<file path="src/design/acc_pkg.sv">
// package of constants and carrier types for the converter back end
//--------------------------------------------------------------------
//--------------------------------------------------------------------
package acc_pkg;
    localparam int          ACC_RES        = 20;           // resolution variant built
    localparam int          ACC_ACC_W      = 24;           // density accumulator width
    localparam int          ACC_GAIN_FRAC  = 16;           // gain factor fraction bits
    localparam int          ACC_GAIN_W     = 24;           // gain factor width
    localparam int          ACC_CAL_CYC    = 3246;         // master cycles, full calibration
    localparam int          ACC_STEP_TICKS = ACC_CAL_CYC / 4; // internal ticks per step
    localparam int          ACC_CONV_TICKS = 811;          // internal ticks per conversion
    localparam int          ACC_COMB_LEN   = 64;           // comb section length
    localparam logic [11:0] ACC_CNT_ZERO   = 12'h000;
    localparam logic [ACC_RES-1:0] ACC_ALL_ONES = {ACC_RES{1'b1}};
    localparam logic [ACC_RES-1:0] ACC_ALL_ZERO = {ACC_RES{1'b0}};
    localparam logic [ACC_RES-1:0] ACC_HALF     = {1'b1, {(ACC_RES-1){1'b0}}};
    localparam logic [ACC_GAIN_W-1:0] ACC_GAIN_ONE = 24'h010000;

    // modulator source selection
    typedef enum logic [1:0] {
        ACC_MUX_CHAN = 2'h0,  // selected channel
        ACC_MUX_ZERO = 2'h1,  // both inputs on negative reference
        ACC_MUX_FULL = 2'h2   // positive and negative reference
    } acc_mux_type;

    // control pins from the controller
    typedef struct packed {
        logic cal_req;              // calibration request, level
        logic conv_req;             // conversion request, level
        logic polarity_select;      // 1 bipolar, 0 unipolar
        logic channel_select_high;
        logic channel_select_low;
    } acc_ctrl_type;

    // result word with its strobe
    typedef struct packed {
        logic               valid;
        logic [ACC_RES-1:0] word;
    } acc_result_type;
endpackage

</file>
<file path="src/design/acc_filter.sv">
// comb plus low-pass decimation filter of the modulator bit stream
`timescale 1ns/1ps
module acc_filter (
    // clock and reset
    input  wire logic                          i_core_clk,
    input  wire logic                          i_resetn,
    // control
    input  wire logic                          i_tick,
    input  wire logic                          i_clear,
    input  wire logic                          i_mod_bit,
    // result
    output logic [acc_pkg::ACC_ACC_W-1:0]      o_density
);
    import acc_pkg::*;

    logic [ACC_COMB_LEN-1:0]  hist_r;   // comb delay line
    logic [ACC_ACC_W-1:0]     comb_r;   // running comb sum
    logic [ACC_ACC_W-1:0]     lp_r;     // low-pass integrator

    //------------------------------------------------
    // comb then low-pass, both stepped by the tick
    //------------------------------------------------
    // response scales with the tick rate, so with the master clock
    always_ff @(posedge i_core_clk) begin
        if (!i_resetn || i_clear) begin
            hist_r <= '0;
            comb_r <= '0;
            lp_r   <= '0;
        end else if (i_tick) begin
            hist_r <= {hist_r[ACC_COMB_LEN-2:0], i_mod_bit};
            comb_r <= comb_r + ACC_ACC_W'(i_mod_bit)
                      - ACC_ACC_W'(hist_r[ACC_COMB_LEN-1]);
            lp_r   <= lp_r + comb_r;
        end
    end

    assign o_density = lp_r;
endmodule

</file>
<file path="src/design/acc_core.sv">
// calibration sequencer and output coding of the converter back end
`timescale 1ns/1ps
module acc_core (
    // clock and reset
    input  wire logic                           i_core_clk,
    input  wire logic                           i_resetn,
    // controller pins
    input  wire acc_pkg::acc_ctrl_type          i_ctrl,
    // modulator
    input  wire logic                           i_mod_bit,
    output acc_pkg::acc_mux_type                o_mux_sel,
    // status and result
    output logic                                o_calibrating,
    output logic                                o_cal_done,
    output acc_pkg::acc_result_type             o_result
);
    import acc_pkg::*;

    //------------------------------------------------
    // state
    //------------------------------------------------
    typedef enum logic [4:0] {
        ST_IDLE = 5'h01,   // standby
        ST_OFS  = 5'h02,   // offset step
        ST_GAIN = 5'h04,   // gain step
        ST_CONV = 5'h08,   // conversion
        ST_CALC = 5'h10    // gain factor division
    } acc_state_type;

    acc_state_type            state_r;
    logic                     half_r;       // internal divide by two
    logic                     tick;         // one-cycle enable, half rate
    logic [11:0]              cnt_r;        // ticks left in step
    logic                     cal_q_r;      // previous cal command, cal and conv requests both high
    logic                     conv_q_r;     // previous conv request
    logic                     cal_start;    // new calibration request
    logic                     conv_start;   // new conversion request
    logic [ACC_ACC_W-1:0]     density;      // filter output
    logic                     f_clear;      // filter restart
    logic [ACC_ACC_W-1:0]     zero_r;       // stored zero scale code
    logic [ACC_ACC_W-1:0]     span_r;       // full minus zero
    logic [ACC_GAIN_W-1:0]    gain_r;       // stored gain factor
    logic [ACC_GAIN_W-1:0]    quo_r;        // divider quotient
    logic [ACC_ACC_W+ACC_GAIN_FRAC:0] rem_r; // divider remainder
    logic [4:0]               div_cnt_r;    // divider bits left
    logic                     pol_bip;      // polarity sampled at word end

    //------------------------------------------------
    // clamp a signed scaled value into the word range
    //------------------------------------------------
    function automatic logic [ACC_RES-1:0] clamp(input logic signed [47:0] v);
        if (v < 0)
            clamp = ACC_ALL_ZERO;
        else if (v > 48'(ACC_ALL_ONES))
            clamp = ACC_ALL_ONES;
        else
            clamp = v[ACC_RES-1:0];
    endfunction

    acc_filter u_filter (
        .i_core_clk (i_core_clk),
        .i_resetn   (i_resetn),
        .i_tick     (tick),
        .i_clear    (f_clear),
        .i_mod_bit  (i_mod_bit),
        .o_density  (density)
    );

    //------------------------------------------------
    // divide master clock by two
    //------------------------------------------------
    always_ff @(posedge i_core_clk) begin
        if (!i_resetn)
            half_r <= 1'b0;
        else
            half_r <= ~half_r;
    end
    assign tick = half_r;

    //------------------------------------------------
    // request edges
    //------------------------------------------------
    always_ff @(posedge i_core_clk) begin
        if (!i_resetn) begin
            cal_q_r  <= 1'b0;
            conv_q_r <= 1'b0;
        end else begin
            cal_q_r  <= i_ctrl.cal_req && i_ctrl.conv_req;
            conv_q_r <= i_ctrl.conv_req;
        end
    end
    // a cal command restarts even a running calibration
    assign cal_start  = i_ctrl.cal_req && i_ctrl.conv_req && !(cal_q_r && conv_q_r);
    assign conv_start = i_ctrl.conv_req && !conv_q_r;
    // a restart in conversion and the step out of the divide both begin a fresh word,
    // otherwise stale ticks leak into the first result
    assign f_clear    = cal_start
                        || (conv_start && (state_r == ST_IDLE || state_r == ST_CONV))
                        || (state_r == ST_CALC && div_cnt_r == 5'h00)
                        || (tick && cnt_r == ACC_CNT_ZERO && state_r != ST_CALC
                            && state_r != ST_IDLE);

    //------------------------------------------------
    // sequencer
    //------------------------------------------------
    // two steps of equal length, then the gain division, make the whole calibration
    always_ff @(posedge i_core_clk) begin
        if (!i_resetn) begin
            state_r <= ST_IDLE;
            cnt_r   <= ACC_CNT_ZERO;
        end else if (cal_start) begin
            state_r <= ST_OFS;
            cnt_r   <= 12'(ACC_STEP_TICKS - 1);
        end else begin
            unique case (state_r)
                ST_IDLE: begin
                    if (conv_start) begin
                        state_r <= ST_CONV;
                        cnt_r   <= 12'(ACC_CONV_TICKS - 1);
                    end
                end
                ST_OFS: begin
                    if (tick) begin
                        if (cnt_r == ACC_CNT_ZERO) begin
                            state_r <= ST_GAIN;
                            cnt_r   <= 12'(ACC_STEP_TICKS - 1);
                        end else
                            cnt_r <= cnt_r - 12'h001;
                    end
                end
                ST_GAIN: begin
                    if (tick) begin
                        if (cnt_r == ACC_CNT_ZERO)
                            state_r <= ST_CALC;
                        else
                            cnt_r <= cnt_r - 12'h001;
                    end
                end
                ST_CALC: begin
                    if (div_cnt_r == 5'h00)
                        state_r <= i_ctrl.conv_req ? ST_CONV : ST_IDLE;
                    if (div_cnt_r == 5'h00)
                        cnt_r <= 12'(ACC_CONV_TICKS - 1);
                end
                ST_CONV: begin
                    if (conv_start)
                        cnt_r <= 12'(ACC_CONV_TICKS - 1);
                    else if (tick) begin
                        if (cnt_r == ACC_CNT_ZERO) begin
                            state_r <= i_ctrl.conv_req ? ST_CONV : ST_IDLE;
                            cnt_r   <= 12'(ACC_CONV_TICKS - 1);
                        end else
                            cnt_r <= cnt_r - 12'h001;
                    end
                end
            endcase
        end
    end

    //------------------------------------------------
    // modulator input routing
    //------------------------------------------------
    always_comb begin
        unique case (state_r)
            ST_OFS:  o_mux_sel = ACC_MUX_ZERO;
            ST_GAIN: o_mux_sel = ACC_MUX_FULL;
            default: o_mux_sel = ACC_MUX_CHAN;
        endcase
    end

    //------------------------------------------------
    // coefficient capture and gain division
    //------------------------------------------------
    // restoring divide: gain = 2^frac * fullscale_code / span
    always_ff @(posedge i_core_clk) begin
        if (!i_resetn) begin
            zero_r    <= '0;
            span_r    <= '0;
            gain_r    <= ACC_GAIN_ONE;
            quo_r     <= '0;
            rem_r     <= '0;
            div_cnt_r <= 5'h00;
        end else if (tick && cnt_r == ACC_CNT_ZERO && state_r == ST_OFS) begin
            zero_r <= density;
        end else if (tick && cnt_r == ACC_CNT_ZERO && state_r == ST_GAIN) begin
            span_r    <= (density > zero_r) ? density - zero_r : ACC_ACC_W'(1);
            quo_r     <= '0;
            // top dividend bits preloaded, so the steps yield only the low quotient bits;
            // limitation: the reference span must exceed this preload
            rem_r     <= (ACC_ACC_W+ACC_GAIN_FRAC+1)'(
                             ACC_ALL_ONES[ACC_RES-1:ACC_GAIN_W-ACC_GAIN_FRAC]);
            div_cnt_r <= 5'(ACC_GAIN_W);
        end else if (state_r == ST_CALC && div_cnt_r != 5'h00) begin
            // dividend bit stream is ALL_ONES shifted up by frac bits
            if ({rem_r[ACC_ACC_W+ACC_GAIN_FRAC-1:0],
                 (div_cnt_r > 5'(ACC_GAIN_FRAC))} >= {17'h00000, span_r}) begin
                rem_r <= {rem_r[ACC_ACC_W+ACC_GAIN_FRAC-1:0],
                          (div_cnt_r > 5'(ACC_GAIN_FRAC))} - {17'h00000, span_r};
                quo_r <= {quo_r[ACC_GAIN_W-2:0], 1'b1};
            end else begin
                rem_r <= {rem_r[ACC_ACC_W+ACC_GAIN_FRAC-1:0],
                          (div_cnt_r > 5'(ACC_GAIN_FRAC))};
                quo_r <= {quo_r[ACC_GAIN_W-2:0], 1'b0};
            end
            div_cnt_r <= div_cnt_r - 5'h01;
        end else if (state_r == ST_CALC) begin
            gain_r <= quo_r;
        end
    end

    //------------------------------------------------
    // output coding at end of each conversion
    //------------------------------------------------
    // polarity is read only here, never during calibration
    assign pol_bip = i_ctrl.polarity_select;
    always_ff @(posedge i_core_clk) begin
        if (!i_resetn) begin
            o_result <= '0;
        end else if (state_r == ST_CONV && tick && cnt_r == ACC_CNT_ZERO
                     && !conv_start && !cal_start) begin    // calibration drops the word
            o_result.valid <= 1'b1;
            if (pol_bip)
                // same factors, half the slope, mid code at zero
                o_result.word <= clamp(48'(signed'({1'b0, ACC_HALF}))
                    + ((48'(signed'({1'b0, density})) - 48'(signed'({1'b0, zero_r})))
                       * 48'(signed'({1'b0, gain_r})) >>> (ACC_GAIN_FRAC + 1)));
            else
                // subtract zero, scale, clamp
                o_result.word <= clamp((48'(signed'({1'b0, density}))
                    - 48'(signed'({1'b0, zero_r})))
                    * 48'(signed'({1'b0, gain_r})) >>> ACC_GAIN_FRAC);
        end else begin
            o_result.valid <= 1'b0;
        end
    end

    assign o_calibrating = (state_r == ST_OFS) || (state_r == ST_GAIN) || (state_r == ST_CALC);

    //------------------------------------------------
    // end-of-calibration pulse
    //------------------------------------------------
    always_ff @(posedge i_core_clk) begin
        if (!i_resetn)
            o_cal_done <= 1'b0;
        else
            o_cal_done <= (state_r == ST_CALC) && (div_cnt_r == 5'h00) && !cal_start;
    end
endmodule

</file>
<file path="config.mk">
export PLATFORM = sky130hd
export DESIGN_NAME = acc_core
export DESIGN_NICKNAME = d
export VERILOG_FILES = /design/src/design/acc_pkg.sv /design/src/design/acc_filter.sv /design/src/design/acc_core.sv
export SDC_FILE = /design/constraint.sdc
export NUM_CORES = 2
export LEC_CHECK = 0
export ABC_AREA = 1
export ABC_CLOCK_PERIOD_IN_PS = 8500
export CORE_UTILIZATION = 45
export DETAILED_ROUTE_END_ITERATION = 10
export DONT_BUFFER_PORTS = 1
export SLEW_MARGIN = 20
export SYNTH_ARGS = -nofsm -noshare
export SYNTH_HDL_FRONTEND = slang
export SYNTH_SLANG_ARGS = --single-unit
</file>
<file path="constraint.sdc">
create_clock -name i_core_clk -period 8.5 [get_ports i_core_clk]
set_input_delay 1.275 -clock i_core_clk [delete_from_list [all_inputs] [get_ports i_core_clk]]
set_output_delay 1.275 -clock i_core_clk [all_outputs]
set_load 0.05 [all_outputs]
</file>
# Word-level counts from Yosys, hierarchy flattened
# Index checks and enable logic that the tools add are counted.
dict set report totals {
  regBits 295
}
dict set report classes {
  add_sub_neg 9
  n_mul 1
  n_lt_le_gt_ge 7
  n_eq_ne 27
  n_mux 37
  n_bitwise 5
  reduce_logical 41
}
# operator count
set ops {}
lappend ops {{40-bit 2-to-1 mux} 3}
lappend ops {{20-bit 2-to-1 mux} 5}
lappend ops {{48-bit by 20-bit > comparator with 1-bit output, second input constant} 2}
lappend ops {{12-bit 2-to-1 mux} 7}
lappend ops {{24-bit 2-to-1 mux} 3}
lappend ops {{32-bit by 1-bit < comparator with 1-bit output, second input constant} 2}
lappend ops {{12-bit case mux with 5 select lines} 1}
lappend ops {{5-bit 2-to-1 mux} 11}
lappend ops {{25-bit by 25-bit multiplier with 48-bit output} 1}
lappend ops {{41-bit by 24-bit greater-or-equal comparator with 1-bit output} 1}
lappend ops {{40-bit by 24-bit subtractor with 40-bit output} 1}
lappend ops {{21-bit by 31-bit adder with 32-bit output, first input constant} 1}
lappend ops {{5-bit case mux with 5 select lines} 1}
lappend ops {{24-bit by 24-bit subtractor with 25-bit output} 1}
lappend ops {{24-bit by 1-bit adder with 24-bit output} 1}
lappend ops {{24-bit adder} 1}
lappend ops {{24-bit > comparator} 1}
lappend ops {{3-bit != test, second input constant} 8}
lappend ops {{24-bit by 1-bit subtractor with 24-bit output} 1}
lappend ops {{24-bit subtractor} 1}
lappend ops {{9-bit AND reduction} 2}
lappend ops {{1-bit logical AND} 17}
lappend ops {{2-bit != test, second input constant} 8}
lappend ops {{12-bit zero test} 1}
lappend ops {{other kinds (26)} 46}

# Longest topological paths before layout
dict set report logic_depth {
  depth_word 7
  depth_mapped 54
}

# Modules after synthesis
# A second synthesis with hierarchy kept.
dict set report unflattened {
  hier_cells 5752
  hier_area_um2 41150.7
}
# module n_inst cells_per_inst area_each_um2 seq_area_each_um2
set by_module_without_submodules {}
lappend by_module_without_submodules {acc_core 1 4502 33686.1 3663.5}
lappend by_module_without_submodules {acc_filter 1 1250 7464.7 2242.2}

# Worst setup path before layout
# No wires, ideal clock.
dict set report synth_path {
  path_type {register -> register}
  start {register u_filter.lp_r[2], in the netlist u_filter.o_density[2]}
  end {register o_result[10] (netlist name)}
  arrival_time_ps 8632
  t_required_ps 8380
  path_slack_ps -252
  stages_incl_launch_ff 46
  n_path_buf 2
  period_less_slack_ps 8752
  path_cell_list {dfxtp_1 -> ha_1 -> a21oi_1 -> nand2_1 -> a21oi_1 -> o21bai_2 -> a21oi_2 -> o21bai_2 -> a21o_2 -> a21boi_2 -> o21ai_0 -> xor2_1 -> buf_2 -> nand2_1 -> fa_1 -> inv_1 -> fa_1 -> inv_1 -> (+10 left out) -> nor2_1 -> nand2_1 -> nor2_1 -> nand3_1 -> nand3_1 -> nand2_1 -> nand2_2 -> ha_1 -> nand3_2 -> nor3_4 -> nor2_1 -> nor2_1 -> nand3_1 -> nor2_4 -> buf_6 -> nand4_1 -> nand2_1 -> a21oi_1}
}
dict set report synth_between {
  elab_chain_len 7
  word_cells_on_any_way 12
  cone_classes {add/sub (2); mul (1); order compare (4); mux (5)}
}
# element line
set synth_lines {}
lappend synth_lines {{from (decl)} acc_filter.sv:18} ;# logic [ACC_ACC_W-1:0] lp_r;
lappend synth_lines {{from (signal assigned)} acc_filter.sv:33} ;# lp_r <= lp_r + comb_r;
lappend synth_lines {{24-bit by 24-bit subtractor with 25-bit output *} {acc_core.sv:225, acc_core.sv:230}}
lappend synth_lines {{25-bit by 25-bit multiplier with 48-bit output *} {acc_core.sv:226, acc_core.sv:231}}
lappend synth_lines {{21-bit by 31-bit adder with 32-bit output} acc_core.sv:225} ;# + ((48'(signed'({1'b0, density})) - 48'(signed'({1'b0, zero_r})))
lappend synth_lines {{48-bit by 20-bit > comparator with 1-bit output} acc_core.sv:54} ;# else if (v > 48'(ACC_ALL_ONES))
lappend synth_lines {{20-bit 2-to-1 mux} acc_core.sv:54}
lappend synth_lines {{20-bit 2-to-1 mux} acc_core.sv:52} ;# if (v < 0)
lappend synth_lines {{20-bit 2-to-1 mux *} acc_core.sv:222} ;# if (pol_bip)
lappend synth_lines {{to (decl)} acc_core.sv:15} ;# output acc_pkg::acc_result_type o_result
# Every way passes the cells marked *; elsewhere a longest branch is shown, timed or not.
# A chain may end at the register's enable or synchronous reset.

# Worst setup path in the final report
dict set report layout_path {
  start {register u_filter.lp_r[2], in the netlist u_filter.o_density[2]}
  end {register o_result[5] (netlist name)}
}
# The elaborated chain is that of the path after synthesis.

==> results.toml <==
[drt]
vias = 34900
wl_per_cell_um = 16.3
drt-total-wl_um = 111000
drcViolationCount = 0
drt-pass1-iter-count = 6
via_per_inst = 5.12
drt_iter0_markers = 2433
drtAntennaViolNets = 0

[setup_path]
worstPathMaxFanout = 8
critPathKind = "register to register"
cp.required_ns = 8.97
worstSetupStartpointType = "register"
crit_path_top_delay_cell = "fa_1"
worst_path_most_repeated_cell = "fa_1"
cp_slowest_stage_delay_ns = 0.57
end_kind = "register"
cp.arrival_ns = 9.33

[global_routing]
grt_max_degree = 99
antenna_found_initial = 3
grt_first_pass_wirelength_um = 183000
grt-ovfl-total = 0
grt_pass1_vias = 34800
grt.total_usage_pct = 25.7

[cts]
cts-root-buf = "clkbuf_16"
ctsLongestPathBuffers = 3
cts_tree = "yes"
cts_buffers = 36
cts_sinks = 295
clk_pin_slew_ns = 0.06
clock_latency_ns = 0.58
h-tree-depth = 2

[timing]
final.period_utilization_pct = 104
period_needed_ns = 8.86
timing.final.ws_setup_ns = -0.361
rsz0062_at_grt = "yes"
fin_skew_ns = 0.0444
hold_violations = 0
fmax_mhz = 113
setup_viol = 20
slew_viol_final = 0
tightest_slew_ns = 1.02
slew_headroom_pct = 31.6
whs_ns = 0.450

[layout]
antenna_cells = 0
multi_input_area_um2 = 29800
post-route-util_pct = 55.6
drive_gt1_share_pct = 18.4
fin_nets = 6498
seq_area_um2 = 5920
finalNonFillerCells = 6804
nFillCells = 8126
syn_to_final_growth_pct = 21.8

[pwr]
cellPowerDensity_nw_per_um2 = 164
p_sw_w = 0.00340
power_frac_clock_pct = 20.0
p_int_w = 0.00443
p_comb_share_pct = 61.2
peakVddDrop_uv = 170
pwr-share-seq_pct = 18.8
leakagePower_nw = 23.6
power_w = 0.00783
sw_frac_of_total_pct = 43.5

[logic_synthesis]
ys_types = 61
yosysWarnings = 0
avgSynthCellArea_um2 = 7.51
syn_nets = 6071
synth_area_leader_cell = "fa_1"
synth_area_um2 = 39100
synth-main-ff-cell = "dfxtp_1"
yosysTopAreaCellShare_pct = 31.7
synth_common_cells = "inv_1, nand2_1, fa_1, nor2_1, a21oi_1"
synth_edf_count = 0
async_flop_share_pct = 0
synth.yosys.seq_area_share_pct = 15.1
syn-instance-count = 5209
yosysMostFrequentCell = "inv_1"
synth-seq-cells = 295
synthTopCellsByArea = "fa_1, dfxtp_1, inv_1"

[run_status]
violations = "negative setup slack"
status = "finished, violations left"

[placement]
placed_cells = 6658
hpwl_um = 89200
pre_cts_ws_ns = -0.793
gp_congestion = 0.922
io_buffers = 0

[die]
die-area_um2 = 88100
rows = 107
num_io_pins = 33
start_util_pct = 45.6
die_w_um = 297
core_um2 = 85700
die-height_um = 297

[worst_hold_path]
hp-class = "register to register"

[run]
max_cap_violations = 0
==> sequential cells by signal, indices dropped and copies added, names as in the netlist, 21 cells and up <==
| signal | count |
|---|---|
| gain_r | 24 |
| quo_r | 24 |
| o_result | 21 |
| u_filter.o_density | 24 |
| span_r | 24 |
| zero_r | 24 |
| u_filter.hist_r | 64 |
| u_filter.comb_r | 24 |
| rem_r | 40 |
==> logic make-up after synthesis <==
logic type	Yosys count	share of synthesized area (%)
and+or+nand+nor	1876	19.6
buffers and inverters	1329	12.9
adders and majority gates	854	39.2
AOI/OAI and AO/OA	737	10.5
DFF	295	15.1
xor gates and xnor gates	118	2.69
==> what timing repair did <==
| action | CTS | global route |
|---|---|---|
| hold buffers | 0 | 0 |
| setup buffers | 48 | 27 |
| hold endpoints to repair | 0 | 0 |
| resized for setup | 272 | 151 |
| pin swaps | 109 | 98 |
| cloned | 6 | 3 |
| endpoints found under the setup margin | 20 | 20 |
==> stage by stage <==
| stage | TNS [ns] | cell area (um^2) |
|---|---|---|
| after global placement | -12.44 | 44000 |
| after global routing | -15.57 | 47600 |
| after detailed placement | -15.30 | 44000 |
| after floorplan | 0 | 39400 |
| final | -6.55 | 47600 |
| after CTS | -5.87 | 46900 |
==> power groups by stage <==
stage,sequential [W],clock (W),combinational [W]
6_report,0.00147,0.00157,0.00479
3_3_place_gp,0.00150,0,0.00393
3_5_place_dp,0.00150,0,0.00397
4_1_cts,0.00147,0.00161,0.00452
2_1_floorplan,0.00149,0,0.00225
5_1_grt,0.00148,0.00166,0.00519
==> layer usage <==
metal  up-vias  part of all wire, %  global-route usage (%)
met5         -                0.024                       0
met4         4                  3.7                    8.68
met3       221                  6.0                    3.53
met2       962                   47                    43.1
met1     17000                   43                    34.0
li1      16700                    -                       -
==> cell usage in the layout, fill, tap and decap left out, types with 62 or more instances in the layout <==
| cell type | count |
|---|---|
| inv_1 | 1054 |
| inv_2 | 62 |
| fa_1 | 595 |
| ha_1 | 201 |
| dfxtp_1 | 289 |
| nor2_1 | 518 |
| xor2_1 | 63 |
| o21ai_0 | 175 |
| buf_4 | 511 |
| a21oi_1 | 370 |
| nand2_1 | 932 |
| nand3_1 | 99 |
==> layout make-up <==
class | instances | share of cell area (%)
flip-flops and latches | 295 | 12.4
repair buffers | 582 | 10.5
clock buffers | 50 | 2.19
multi-input cells | 3585 | 62.5
repair inverters | 1 | 0.0184
clock inverters | 12 | 0.313
well taps | 1144 | 3.00
inverters | 1135 | 9.05
==> worst paths after layout <==
path	start	endpoint	slack (ns)	depth (start not counted)
max reg2reg	u_filter.o_density[2]$_SDFFE_PP0P_	o_result[5]$_SDFFE_PN0P_	-0.36	45
min	u_filter.hist_r[59]$_SDFFE_PP0P_	u_filter.hist_r[60]$_SDFFE_PP0P_	0.45	2
min reg2reg	u_filter.hist_r[59]$_SDFFE_PP0P_	u_filter.hist_r[60]$_SDFFE_PP0P_	0.45	2
max	u_filter.o_density[2]$_SDFFE_PP0P_	o_result[5]$_SDFFE_PN0P_	-0.36	45
==> critical path: cells and delay by family (launching register included) <==
family / cells / cell delay [ns]
AND/OR/NAND/NOR: 15 / 1.67
XOR/XNOR: 1 / 0.19
buffers and inverters: 9 / 0.90
adder cells (fa/ha/maj): 10 / 4.26
flip-flops: 1 / 0.33
AO/OA/AOI/OAI: 10 / 1.42
(Power assumes the default switching activity.)
